**config.mk**
```make
export PLATFORM = sky130hd
export DESIGN_NAME = pit_top
export DESIGN_NICKNAME = d
export VERILOG_FILES = /design/src/verilog/pit_pkg.sv /design/src/verilog/pit_dec.sv /design/src/verilog/pit_top.sv
export VERILOG_INCLUDE_DIRS = /design/src /design/src/verilog
export SDC_FILE = /design/constraint.sdc
export NUM_CORES = 1
export LEC_CHECK = 0
export ABC_AREA = 1
export BUFFER_PORTS_ARGS = -buffer_cell sky130_fd_sc_hd__buf_2
export CORE_ASPECT_RATIO = 0.75
export CORE_MARGIN = 3
export CORE_UTILIZATION = 49
export CTS_BUF_LIST = sky130_fd_sc_hd__clkbuf_2
export CTS_CLUSTER_DIAMETER = 150
export DETAILED_ROUTE_END_ITERATION = 12
export PLACE_DENSITY = 0.68
export SKIP_LAST_GASP = 1
export SYNTH_ARGS = -nofsm -noshare
export SYNTH_HDL_FRONTEND = slang
export SYNTH_SLANG_ARGS = --single-unit
export TNS_END_PERCENT = 100
```
**constraint.sdc**
```tcl
create_clock -name clk_i -period 4.5 [get_ports clk_i]
set_input_delay 0.9 -clock clk_i [delete_from_list [all_inputs] [get_ports clk_i]]
set_output_delay 0.9 -clock clk_i [all_outputs]
set_load 0.02 [all_outputs]
```
**src/verilog/pit_map.svh**
```systemverilog
// register offsets, control word fields, codes and reset values of the interval timer
`ifndef PIT_MAP_SVH
`define PIT_MAP_SVH

// ----------------------------------------------------------------
// byte offsets of the four timer locations
// ----------------------------------------------------------------
`define PIT_OFS_CNT0        8'h20
`define PIT_OFS_CNT1        8'h22
`define PIT_OFS_CNT2        8'h24
`define PIT_OFS_CTRL        8'h26

// ----------------------------------------------------------------
// control word field positions
// ----------------------------------------------------------------
`define PIT_CW_SEL_MSB      7
`define PIT_CW_SEL_LSB      6
`define PIT_CW_ACC_MSB      5
`define PIT_CW_ACC_LSB      4
`define PIT_CW_MODE_MSB     3
`define PIT_CW_MODE_MID     2
`define PIT_CW_MODE_LSB     1
`define PIT_CW_BCD          0

// ----------------------------------------------------------------
// access type and mode codes
// ----------------------------------------------------------------
`define PIT_ACC_LATCH       2'h0
`define PIT_ACC_LSB         2'h1
`define PIT_ACC_MSB         2'h2
`define PIT_ACC_BOTH        2'h3
`define PIT_MODE_0          3'h0
`define PIT_MODE_1          3'h1
`define PIT_MODE_2          3'h2
`define PIT_MODE_3          3'h3
`define PIT_MODE_4          3'h4
`define PIT_MODE_5          3'h5
`define PIT_FMT_BIN         1'b0
`define PIT_FMT_BCD         1'b1

// ----------------------------------------------------------------
// reset values
// ----------------------------------------------------------------
`define PIT_RST_ACC         2'h3
`define PIT_RST_MODE        3'h0
`define PIT_RST_COUNT       16'h0000
`define PIT_RST_OUT         1'b0
`define PIT_RST_RDATA       8'h00

// ----------------------------------------------------------------
// timing: count clock limit against the 40 MHz system clock
// ----------------------------------------------------------------
`define PIT_SYS_CLK_KHZ     40000
`define PIT_CNT_CLK_MAX_KHZ 5000
`define PIT_CNT_CLK_MIN_CYC (`PIT_SYS_CLK_KHZ / `PIT_CNT_CLK_MAX_KHZ)

`endif

```
**src/verilog/pit_pkg.sv**
```systemverilog
// types shared by the interval timer design files
`default_nettype none
package pit_pkg;

    // ----------------------------------------------------------------
    // sizes
    // ----------------------------------------------------------------
    localparam int PIT_NUM_CH = 3;
    localparam int PIT_CW     = 16;

    // ----------------------------------------------------------------
    // counting phase of one channel
    // ----------------------------------------------------------------
    typedef enum logic [2:0] {
        PIT_PH_IDLE  = 3'b001,
        PIT_PH_ARMED = 3'b010,
        PIT_PH_RUN   = 3'b100
    } pit_phase_e;

    // ----------------------------------------------------------------
    // per channel state
    // ----------------------------------------------------------------
    typedef struct packed {
        logic [1:0]        acc;
        logic [2:0]        mode;
        logic              bcd;
        logic [PIT_CW-1:0] cr;
        logic [PIT_CW-1:0] ce;
        logic [PIT_CW-1:0] ol;
        logic              latched;
        logic              wr_hi;
        logic              rd_hi;
        logic              trig;
        logic              out;
        logic              clk_q;
        logic              gate_q;
        pit_phase_e        phase;
    } pit_chan_s;

    typedef struct packed {
        pit_chan_s [PIT_NUM_CH-1:0] ch;
        logic [7:0]                 rdata;
    } pit_state_s;

endpackage
`default_nettype wire

```
**src/verilog/pit_dec.sv**
```systemverilog
// count step unit: binary or four digit decimal decrement by one or two
`timescale 1ns/1ps
`default_nettype none
module pit_dec (
    input  wire logic [15:0] val_i,
    input  wire logic        bcd_i,
    input  wire logic [1:0]  step_i,
    output logic      [15:0] val_o
);

    // ----------------------------------------------------------------
    // digit-wise borrow chain; 0000 wraps to 9999 like 0 wraps to ffff
    // ----------------------------------------------------------------
    always_comb begin
        logic [4:0] d;
        logic [1:0] b;
        logic [15:0] r;
        d = 5'h00;
        b = step_i;
        r = 16'h0000;
        for (int k = 0; k < 4; k++) begin
            d = {1'b0, val_i[4*k +: 4]} - {3'h0, b};
            if (d[4]) begin
                r[4*k +: 4] = d[3:0] + 4'hA; // borrow from next digit
                b = 2'h1;
            end else begin
                r[4*k +: 4] = d[3:0];
                b = 2'h0;
            end
        end
        if (bcd_i) begin
            val_o = r;
        end else begin
            val_o = val_i - {14'h0, step_i};
        end
    end

endmodule // pit_dec
`default_nettype wire

```
**src/verilog/pit_top.sv**
```systemverilog
// three channel interval timer with byte wide host port
//
// Overview of operation
// - three independent sixteen bit programmable counters
// - count clocks from static up to 5 MHz
// - six modes set by a control write
// - three data ports at successive even offsets
// - bits 7:6 select counter, 11 illegal
// - bits 5:4 latch, low, high or both
// - bits 3:1 select mode, bit 3 partly ignored
// - bit 0 selects binary or decimal counting
// - ranges 0 to 65535 or 0 to 9999
// - modes 0 to 5 with their behaviours
`include "pit_map.svh"
`timescale 1ns/1ps
`default_nettype none
module pit_top #(
    parameter int AW = 8
) (
    input  wire logic          clk_i,
    input  wire logic          rst_b_i,
    input  wire logic [AW-1:0] addr_i,
    input  wire logic          wr_i,
    input  wire logic          rd_i,
    input  wire logic [7:0]    wdata_i,
    output logic      [7:0]    rdata_o,
    input  wire logic [2:0]    cnt_clk_i,
    input  wire logic [2:0]    gate_i,
    output logic      [2:0]    out_o
);

    // ----------------------------------------------------------------
    // constants
    // ----------------------------------------------------------------
    localparam logic [AW-1:0] DATA_OFS [3] = '{
        AW'(`PIT_OFS_CNT0), AW'(`PIT_OFS_CNT1), AW'(`PIT_OFS_CNT2)
    };
    localparam logic [AW-1:0] CTRL_OFS = AW'(`PIT_OFS_CTRL);

    localparam pit_pkg::pit_chan_s CH_RST = '{
        acc:     `PIT_RST_ACC,
        mode:    `PIT_RST_MODE,
        bcd:     `PIT_FMT_BIN,
        cr:      `PIT_RST_COUNT,
        ce:      `PIT_RST_COUNT,
        ol:      `PIT_RST_COUNT,
        latched: 1'b0,
        wr_hi:   1'b0,
        rd_hi:   1'b0,
        trig:    1'b0,
        out:     `PIT_RST_OUT,
        clk_q:   1'b0,
        gate_q:  1'b1, // no false gate edge when the pin idles high
        phase:   pit_pkg::PIT_PH_IDLE
    };

    // ----------------------------------------------------------------
    // state
    // ----------------------------------------------------------------
    pit_pkg::pit_state_s st;
    pit_pkg::pit_state_s next_st;
    logic [15:0]         ce_dec [3];

    // ----------------------------------------------------------------
    // one step unit per channel; mode 3 steps by two
    // ----------------------------------------------------------------
    for (genvar g = 0; g < pit_pkg::PIT_NUM_CH; g++) begin : g_ch
        pit_dec u_dec (
            .val_i  (st.ch[g].ce),
            .bcd_i  (st.ch[g].bcd),
            .step_i ((st.ch[g].mode == `PIT_MODE_3) ? 2'h2 : 2'h1),
            .val_o  (ce_dec[g])
        );
        assign out_o[g] = st.ch[g].out; // straight from the flop
    end

    assign rdata_o = st.rdata;

    // ----------------------------------------------------------------
    // next state: counting, then host writes, then host reads
    // ----------------------------------------------------------------
    always_comb begin
        pit_pkg::pit_chan_s c;
        logic               cedge;
        logic               gate_ok;
        logic               trig_mode;
        logic               load;
        logic               one;
        logic [2:0]         nmode;
        logic [15:0]        lv;
        logic [15:0]        src;
        c         = CH_RST;
        cedge     = 1'b0;
        gate_ok   = 1'b0;
        trig_mode = 1'b0;
        load      = 1'b0;
        one       = 1'b0;
        nmode     = `PIT_MODE_0;
        lv        = 16'h0000;
        src       = 16'h0000;
        next_st   = st;
        // reads of the control or an unmapped location answer zero
        if (rd_i) begin
            next_st.rdata = `PIT_RST_RDATA;
        end
        for (int i = 0; i < pit_pkg::PIT_NUM_CH; i++) begin
            c = st.ch[i];
            // count clock arrives synchronous; a rising edge is one tick,
            // which holds while it stays at or below half of the system rate
            cedge     = cnt_clk_i[i] & ~c.clk_q;
            c.clk_q   = cnt_clk_i[i];
            c.gate_q  = gate_i[i];
            trig_mode = (c.mode == `PIT_MODE_1) || (c.mode == `PIT_MODE_5);
            gate_ok   = trig_mode | gate_i[i];
            one       = (c.ce == 16'h0001);
            // mode 3 reloads even so that both half periods stay whole
            lv = (c.mode == `PIT_MODE_3) ? {c.cr[15:1], 1'b0} : c.cr;
            if (gate_i[i] & ~st.ch[i].gate_q) begin
                c.trig = 1'b1;
            end
            // rate generators hold the output high while gated off
            if (!gate_i[i] && (c.mode == `PIT_MODE_2 || c.mode == `PIT_MODE_3)) begin
                c.out = 1'b1;
            end
            if (cedge) begin
                case (c.phase)
                    pit_pkg::PIT_PH_IDLE: begin
                        c.trig = 1'b0;
                    end
                    pit_pkg::PIT_PH_ARMED: begin
                        if (!trig_mode || c.trig) begin
                            c.ce    = lv;
                            c.phase = pit_pkg::PIT_PH_RUN;
                            c.trig  = 1'b0;
                            if (c.mode == `PIT_MODE_1) begin
                                c.out = 1'b0;
                            end
                        end
                    end
                    pit_pkg::PIT_PH_RUN: begin
                        if (c.trig && c.mode != `PIT_MODE_0 && c.mode != `PIT_MODE_4) begin
                            // gate edge restarts the period from the count register
                            c.ce   = lv;
                            c.trig = 1'b0;
                            c.out  = (c.mode != `PIT_MODE_1);
                        end else if (gate_ok) begin
                            c.trig = 1'b0;
                            case (c.mode)
                                `PIT_MODE_0, `PIT_MODE_1: begin
                                    c.ce = ce_dec[i];
                                    if (one) begin
                                        c.out = 1'b1;
                                    end
                                end
                                `PIT_MODE_2: begin
                                    if (one) begin
                                        c.ce  = lv;
                                        c.out = 1'b1;
                                    end else begin
                                        c.ce = ce_dec[i];
                                        if (c.ce == 16'h0001) begin
                                            c.out = 1'b0;
                                        end
                                    end
                                end
                                `PIT_MODE_3: begin
                                    if (c.ce == 16'h0002) begin
                                        c.ce  = lv;
                                        c.out = ~c.out;
                                    end else begin
                                        c.ce = ce_dec[i];
                                    end
                                end
                                `PIT_MODE_4, `PIT_MODE_5: begin
                                    c.ce = ce_dec[i];
                                    if (one) begin
                                        c.out = 1'b0;
                                    end else if (!c.out) begin
                                        // strobe done; mode 5 waits for the next gate edge
                                        c.out   = 1'b1;
                                        c.phase = (c.mode == `PIT_MODE_5) ?
                                                  pit_pkg::PIT_PH_ARMED :
                                                  pit_pkg::PIT_PH_IDLE;
                                    end
                                end
                                default: begin
                                    c.phase = pit_pkg::PIT_PH_IDLE;
                                end
                            endcase
                        end
                    end
                    default: begin
                        c.phase = pit_pkg::PIT_PH_IDLE;
                    end
                endcase
            end

            // control word; select code 11 matches no channel and is dropped
            if (wr_i && addr_i == CTRL_OFS &&
                wdata_i[`PIT_CW_SEL_MSB:`PIT_CW_SEL_LSB] == 2'(i)) begin
                if (wdata_i[`PIT_CW_ACC_MSB:`PIT_CW_ACC_LSB] == `PIT_ACC_LATCH) begin
                    // a second latch before the read is ignored
                    if (!c.latched) begin
                        c.ol      = c.ce;
                        c.latched = 1'b1;
                    end
                end else begin
                    // bit 3 is a don't care once bit 2 is set
                    nmode = wdata_i[`PIT_CW_MODE_MID] ?
                            {1'b0, wdata_i[`PIT_CW_MODE_MID:`PIT_CW_MODE_LSB]} :
                            wdata_i[`PIT_CW_MODE_MSB:`PIT_CW_MODE_LSB];
                    c.acc     = wdata_i[`PIT_CW_ACC_MSB:`PIT_CW_ACC_LSB];
                    c.mode    = nmode;
                    c.bcd     = (wdata_i[`PIT_CW_BCD] == `PIT_FMT_BCD);
                    c.wr_hi   = 1'b0;
                    c.rd_hi   = 1'b0;
                    c.latched = 1'b0;
                    c.trig    = 1'b0;
                    c.phase   = pit_pkg::PIT_PH_IDLE;
                    c.out     = (nmode != `PIT_MODE_0);
                end
            end

            // count writes into the data port
            load = 1'b0;
            if (wr_i && addr_i == DATA_OFS[i]) begin
                case (c.acc)
                    `PIT_ACC_LSB: begin
                        c.cr = {8'h00, wdata_i};
                        load = 1'b1;
                    end
                    `PIT_ACC_MSB: begin
                        c.cr = {wdata_i, 8'h00};
                        load = 1'b1;
                    end
                    `PIT_ACC_BOTH: begin
                        if (!c.wr_hi) begin
                            c.cr[7:0] = wdata_i;
                            c.wr_hi   = 1'b1;
                            if (c.mode == `PIT_MODE_0) begin
                                // half a count stops mode 0 until the rest arrives
                                c.out   = 1'b0;
                                c.phase = pit_pkg::PIT_PH_IDLE;
                            end
                        end else begin
                            c.cr[15:8] = wdata_i;
                            c.wr_hi    = 1'b0;
                            load       = 1'b1;
                        end
                    end
                    default: begin
                        load = 1'b0;
                    end
                endcase
            end
            if (load) begin
                // running periodic and triggered modes pick the count up at
                // their next reload, so they keep running
                if (c.phase != pit_pkg::PIT_PH_RUN ||
                    c.mode == `PIT_MODE_0 || c.mode == `PIT_MODE_4) begin
                    c.phase = pit_pkg::PIT_PH_ARMED;
                    c.trig  = 1'b0;
                end
                if (c.mode == `PIT_MODE_0) begin
                    c.out = 1'b0;
                end
            end

            // data port reads: latched value first, else the live count
            if (rd_i && addr_i == DATA_OFS[i]) begin
                src = st.ch[i].latched ? st.ch[i].ol : st.ch[i].ce;
                case (c.acc)
                    `PIT_ACC_LSB: begin
                        next_st.rdata = src[7:0];
                        c.latched     = c.latched & ~st.ch[i].latched; // new latch survives
                    end
                    `PIT_ACC_MSB: begin
                        next_st.rdata = src[15:8];
                        c.latched     = c.latched & ~st.ch[i].latched;
                    end
                    `PIT_ACC_BOTH: begin
                        next_st.rdata = c.rd_hi ? src[15:8] : src[7:0];
                        if (c.rd_hi && st.ch[i].latched) begin
                            c.latched = 1'b0;
                        end
                        c.rd_hi = ~c.rd_hi;
                    end
                    default: begin
                        next_st.rdata = src[7:0];
                    end
                endcase
            end
            next_st.ch[i] = c;
        end
    end

    // ----------------------------------------------------------------
    // state register
    // ----------------------------------------------------------------
    always_ff @(posedge clk_i or negedge rst_b_i) begin
        if (!rst_b_i) begin
            st <= '{ch: '{CH_RST, CH_RST, CH_RST}, rdata: `PIT_RST_RDATA};
        end else begin
            st <= next_st;
        end
    end

endmodule // pit_top
`default_nettype wire

```
== Yosys cells after proc, flatten, opt, wreduce, memory -nomap -nowiden ==
Cells that the tools add are included.
Storage, ports and cells
  bits in registers: 200
  input bits: 26
  output and inout bits: 11
Operators by class
  mux-type cells: 242
  add/sub/neg operators: 27
  bitwise operators: 28
  eq/ne operators: 66
  reductions and logical operators: 86
Operator list (count)
  $mux 16: 24
  $pmux 16 s3: 6
  $mux 3: 43
  $mux 8: 13
  $eq 16x1->1 const B: 6
  $pmux 16 s2: 3
  $mux 1: 84
  $mux 4: 15
  $add 4x4->4 const B: 12
  $eq 16x2->1 const B: 3
  $pmux 8 s2: 3
  $sub 16x2->16: 3
  $sub 4x1->5: 9
  $mux 2: 21
  $eq 3x3->1 const B: 12
  $mux 6: 6
  $eq 8x6->1 const B: 4
  $eq 3x2->1 const B: 9
  $pmux 3 s3: 3
  $reduce_and 3->1: 9
  $reduce_or 4->1: 6
  $logic_and 1x1->1: 22
  $reduce_bool 3->1: 7
  $eq 3x1->1 const B: 6
  21 further kinds: 120

== Longest topological paths before layout ==
  depth after elaboration: 30
  gate-level depth with buffers: 36
  depth with buffers taken out: 35

== Modules after synthesis ==
Synthesis repeated with hierarchy kept, for this count alone.
Unflattened totals
  cells, all modules: 2450
  area, all modules: 16209.3 µm²
By module, submodules not included
  pit_top: cells an instance 1908, area each 13367.8 µm², instances 1, seq. area each 5019.8 µm²
  pit_dec (g_ch[0].u_dec ...): cells an instance 177, area each 938.4 µm², instances 2, seq. area each 0.0 µm²
  pit_dec (g_ch[2].u_dec): cells an instance 188, area each 964.7 µm², instances 1, seq. area each 0.0 µm²

== Worst setup path before layout ==
OpenSTA, ideal clock, no wires.
  path kind: flip-flop to flip-flop
  from: register st[131] (netlist bit)
  to: register st (netlist bit out_o[1])
  setup slack: -0.096 ns
  path buffers: 0
  cell stages (with the launch flop): 34
  clock period less this slack: 4.596 ns
  arrival: 4.471 ns
  path through: dfrtp_1 -> inv_2 -> nor3_1 -> inv_1 -> ha_1 -> inv_1 -> fa_1 -> inv_1 -> nand2_1 -> inv_1 -> ha_1 -> ha_1 -> nand2_1 -> inv_1 -> ha_1 -> ha_1 -> nand2_1 -> inv_1 -> ha_1 -> ha_1 -> xor2_1 -> ha_1 -> o311ai_0 -> nand2_1 -> nor3_1 -> nand2_1 -> nand2_1 -> nand2_1 -> nand2_1 -> nand2_1 -> nand2_1 -> nand2_1 -> nand2_1 -> a21oi_1
RTL lines
  from (decl): line pit_top.sv:60  | pit_pkg::pit_state_s st;
  from (signal assigned): line pit_top.sv:302  | st <= '{ch: '{CH_RST, CH_RST, CH_RST}, rdata: `PIT_RST_RDATA};
  from (signal assigned): line pit_top.sv:304  | st <= next_st;

==> impl.org <==
** Cells and area
- Fraction of layout instances using a drive strength above 1 :: between 10% and 20%
- Area added between synthesis and finish :: 10.4%
- At the end of the flow, the number of nets in the layout was 2441.
- Number of standard cells in the final layout excluding fillers :: 2776
- Util after Layout :: between 50% and 60%

** Timing
- Setup violations remaining at the end of the flow were counted as 0.
- Dividing the final minimum period by the clock period gives 95.7%.
- For the pin with the worst max-slew slack, the measured transition is slightly below 1 ns.
- Timing-limited maximum frequency :: ~0.23 GHz
- Post-route minimum period :: between 4 and 5 ns
- For the final database, setup skew stands at roughly 0.049 ns.
- Max Transition Viols Final :: 0
- Hold violation total from the final report :: 0
- Measured against its own limit, the worst slew margin works out to between 30 and 40%.
- Post-route setup TNS :: 0 ns
- Setup repair after global routing missed its margin :: true

** Floorplan
- Area inside the core boundary :: 0.0306 mm^2
- Once the floorplan was initialized, standard cells occupied 50.5% of the core.
- In this run the core area contains 55 standard-cell rows.
- Die outline area :: 0.0337 mm^2
- Die extent in x :: about 210 um
- The die is between 150 and 200 um tall.
- Ports :: 37

** Clocking
- Clk_lat worst skew :: 0.86 ns
- Post-CTS clock slew at the launch and capture registers of the worst setup and hold paths :: ~0.34 ns
- Post-CTS Hold Buffers :: 0
- TritonCTS built the clock tree.
- The clock tree synthesis step divided the H-tree into 4 levels.
- Counting along the longest clock path gives a buffer depth of 2.
- The tree is rooted in a sky130_fd_sc_hd__clkbuf_2.
- Sink Count :: 200
- TritonCTS created 17 clock buffers.

** Logic synthesis
- After synthesis, the largest area contributor takes up a little under a third of total cell area.
- For this run, asynchronously set or reset flops after synthesis account for 100%.
- Leading area contributor after synthesis :: sky130_fd_sc_hd__dfrtp_1
- Synthesis produced a netlist whose cell count is ~2300.
- During synthesis, Yosys emitted a total of 0 warnings.
- In the post-synthesis netlist, the biggest area contributors are sky130_fd_sc_hd__dfrtp_1, sky130_fd_sc_hd__nand2_1, sky130_fd_sc_hd__o21ai_0.
- The number of nets in the synthesized netlist is 2381.
- Sequential cell area fraction in the yosys report :: between 30% and 40%
- The synthesized design contains 0 enable-type register cells.
- Synthesized area per cell :: approximately 6.7 um^2
- Synthesized cell area :: 0.0154 mm^2
- Flops & latches, synth :: 200
- After synthesis, the netlist uses 67 different library cells.
- Dominant register cell in the synthesized netlist :: sky130_fd_sc_hd__dfrtp_1

** Route
- DRC marker count from the first detailed-route iteration :: between 2000 and 2500
- In this run the remaining antenna-violating nets after routing total 0.
- The final layout contains routed wiring with a total length of approximately 52000 um.
- After detailed routing, the average wire length per cell comes to ~19 um.
- In the routed design, unresolved DRC markers number 0.
- The first detailed-routing pass took 8 iterations.
- Total number of vias :: 16200
- DR vias/cell :: roughly 5.8

** Global routing
- Global routing used 30.7% of the available tracks across all layers.
- The number of antenna violations at the first check in global routing came to 1.
- Largest net degree at the start of global routing :: 93
- Number of global-route vias before repair :: between 10000 and 15000
- GRT Residual Overflow :: 0
- Global-route wire length before repair :: between 80000 and 90000 um

** Place
- Post-detailed-placement half-perimeter wirelength :: between 30000 and 40000 um
- Routability Congestion :: just under 1
- Total instance count after detailed placement :: 2722
- Quantity of I/O buffers inserted on ports :: 36

** Power and ir drop
- Power consumption :: about 4300 uW
- Power density over the cells :: around 250 mW/mm^2
- The analysis attributes to cell leakage a power of 0.00825 uW.
- Worst ir drop on vdd :: ~170 uV

** Flow run
- Count of maximum capacitance violations :: 0

** Critical path
- Classification of the worst setup path :: reg2reg
- The worst setup path is launched from a register.
- Critical Path Max Stage Delay :: between 0.4 and 0.5 ns
- Data arrival, critical path :: between 5 and 6 ns
- At the worst endpoint, the required time is around 5.3 ns.
- Most Frequent Cell on Critical Path :: sky130_fd_sc_hd__nand2_1
- In this run the worst path has a maximum fanout of 2.
- Capturing element type of the critical path :: register
- Worst-path cell with the longest stage delay :: sky130_fd_sc_hd__dfrtp_1

** Min path
- Hold WC Path Type :: in2async

** Run status
- Run status :: finished clean
[sequential cells by signal, summed over array words and instances, names as in the netlist]
name / count
rdata_o: 8
out_o: 3
st: 189
[through the flow]
step	setup WS, ns	area [um^2]	hold slack, ns
2_1_floorplan	-0.00783	15400	0.444
3_3_place_gp	-0.211	16300	0.458
3_5_place_dp	-0.236	16300	0.460
4_1_cts	0.0000586	16700	0.0261
5_1_grt	-0.0520	17000	0.0116
6_report	0.195	17000	0.0324
[layout by cell type (no fill, tap or decap), types with 8 or more instances in the layout]
master | netlist | layout
sky130_fd_sc_hd__or2_2 | 11 | 11
sky130_fd_sc_hd__nor2_1 | 186 | 184
sky130_fd_sc_hd__nor2_2 | 13 | 13
sky130_fd_sc_hd__nand3_1 | 128 | 128
sky130_fd_sc_hd__clkbuf_2 | 1 | 18
sky130_fd_sc_hd__buf_4 | 15 | 93
sky130_fd_sc_hd__xor2_1 | 19 | 17
sky130_fd_sc_hd__dfrtp_1 | 188 | 188
sky130_fd_sc_hd__nor2_4 | 6 | 8
sky130_fd_sc_hd__dfstp_2 | 12 | 12
sky130_fd_sc_hd__a22oi_1 | 36 | 36
sky130_fd_sc_hd__o21ai_0 | 196 | 193
sky130_fd_sc_hd__nand2_2 | 6 | 16
sky130_fd_sc_hd__o21ai_1 | 46 | 47
sky130_fd_sc_hd__a221oi_1 | 28 | 28
sky130_fd_sc_hd__nor3_1 | 31 | 26
sky130_fd_sc_hd__buf_2 | 19 | 35
sky130_fd_sc_hd__inv_2 | 27 | 44
sky130_fd_sc_hd__inv_1 | 246 | 229
sky130_fd_sc_hd__nand2_1 | 701 | 689
sky130_fd_sc_hd__o211ai_1 | 50 | 50
sky130_fd_sc_hd__ha_1 | 50 | 29
sky130_fd_sc_hd__a21oi_1 | 77 | 77
sky130_fd_sc_hd__nand4_1 | 20 | 20
sky130_fd_sc_hd__ha_4 | 0 | 15
sky130_fd_sc_hd__o21ai_2 | 8 | 10
sky130_fd_sc_hd__o22ai_1 | 36 | 36
[final cells by class]
class,count,area (um^2)
tap,399,499
antenna,2,5.00
clock inverter,14,186
clock buffer,18,90.1
inverter,280,1050
timing repair buffer,130,898
sequential,200,5020
multi-input combinational,1733,9270
fill,3007,13500
[report_power, final]
part	switching, uW	internal [uW]	total [uW]
Clock	700	333	1030
Combinational	821	407	1230
Sequential	139	1890	2030
Total	1660	2630	4290
[cells by family after synthesis]
kind of cell,synth area share [%]
AO/OA/AOI/OAI,20.8
AND/OR/NAND/NOR,31.1
adder cells (fa/ha/maj),4.45
flip-flops,32.6
XOR/XNOR,1.48
buffers and inverters,9.58
[routing by layer]
metal	GRT usage, %	share of wire, %	routed length (um)
met5	0	0	0
met4	6.18	1.6	857
met3	8.58	12	6010
met2	43.3	41	21600
met1	46.7	46	23800
[synthesized netlist by cell type, drive strengths merged (4+ instances only)]
library cell	count
nand3	135
nand2	709
nor3	35
xnor2	7
o211ai	50
or2	13
ha	50
clkbuf	52
xor2	19
o21ai	252
o221ai	5
o22ai	38
dfrtp	188
a211oi	4
a221oi	28
nand3b	5
a22oi	36
a21oi	83
inv	274
nor2	207
a21boi	8
buf	37
dfstp	12
clkinv	6
nand4	20
[final timing paths]
check / startpoint / end / slack (ns) / depth (start not counted)
worst max-delay path: st[133] / st[96] / 0.19 / 30
worst min-delay path: rst_b_i / st[194] / 0.03 / 1
worst max register to register: st[133] / st[96] / 0.19 / 30
worst min register to register: st[83] / st[83] / 0.51 / 2
max in group asynchronous: rst_b_i / st[70] / 3.44 / 2
min in group clk_i: gate_i[2] / st[139] / 0.12 / 1
[worst max-delay path: cells and delay by family (launching register included)]
| kind | cells | cell delay, ns |
|---|---|---|
| adders and majority gates | 9 | 1.70 |
| and+or+nand+nor | 11 | 0.91 |
| AOI/OAI and AO/OA | 2 | 0.50 |
| DFF | 1 | 0.48 |
| buffers and inverters | 7 | 0.47 |
| xor gates and xnor gates | 1 | 0.15 |
[what timing repair did]
action	CTS	global route
pin swaps	12	25
setup buffers	12	8
resized for setup	24	63
endpoints found under the hold margin	0	0
setup endpoints to repair	11	18
No activity file was read; power rests on OpenSTA's default activity.
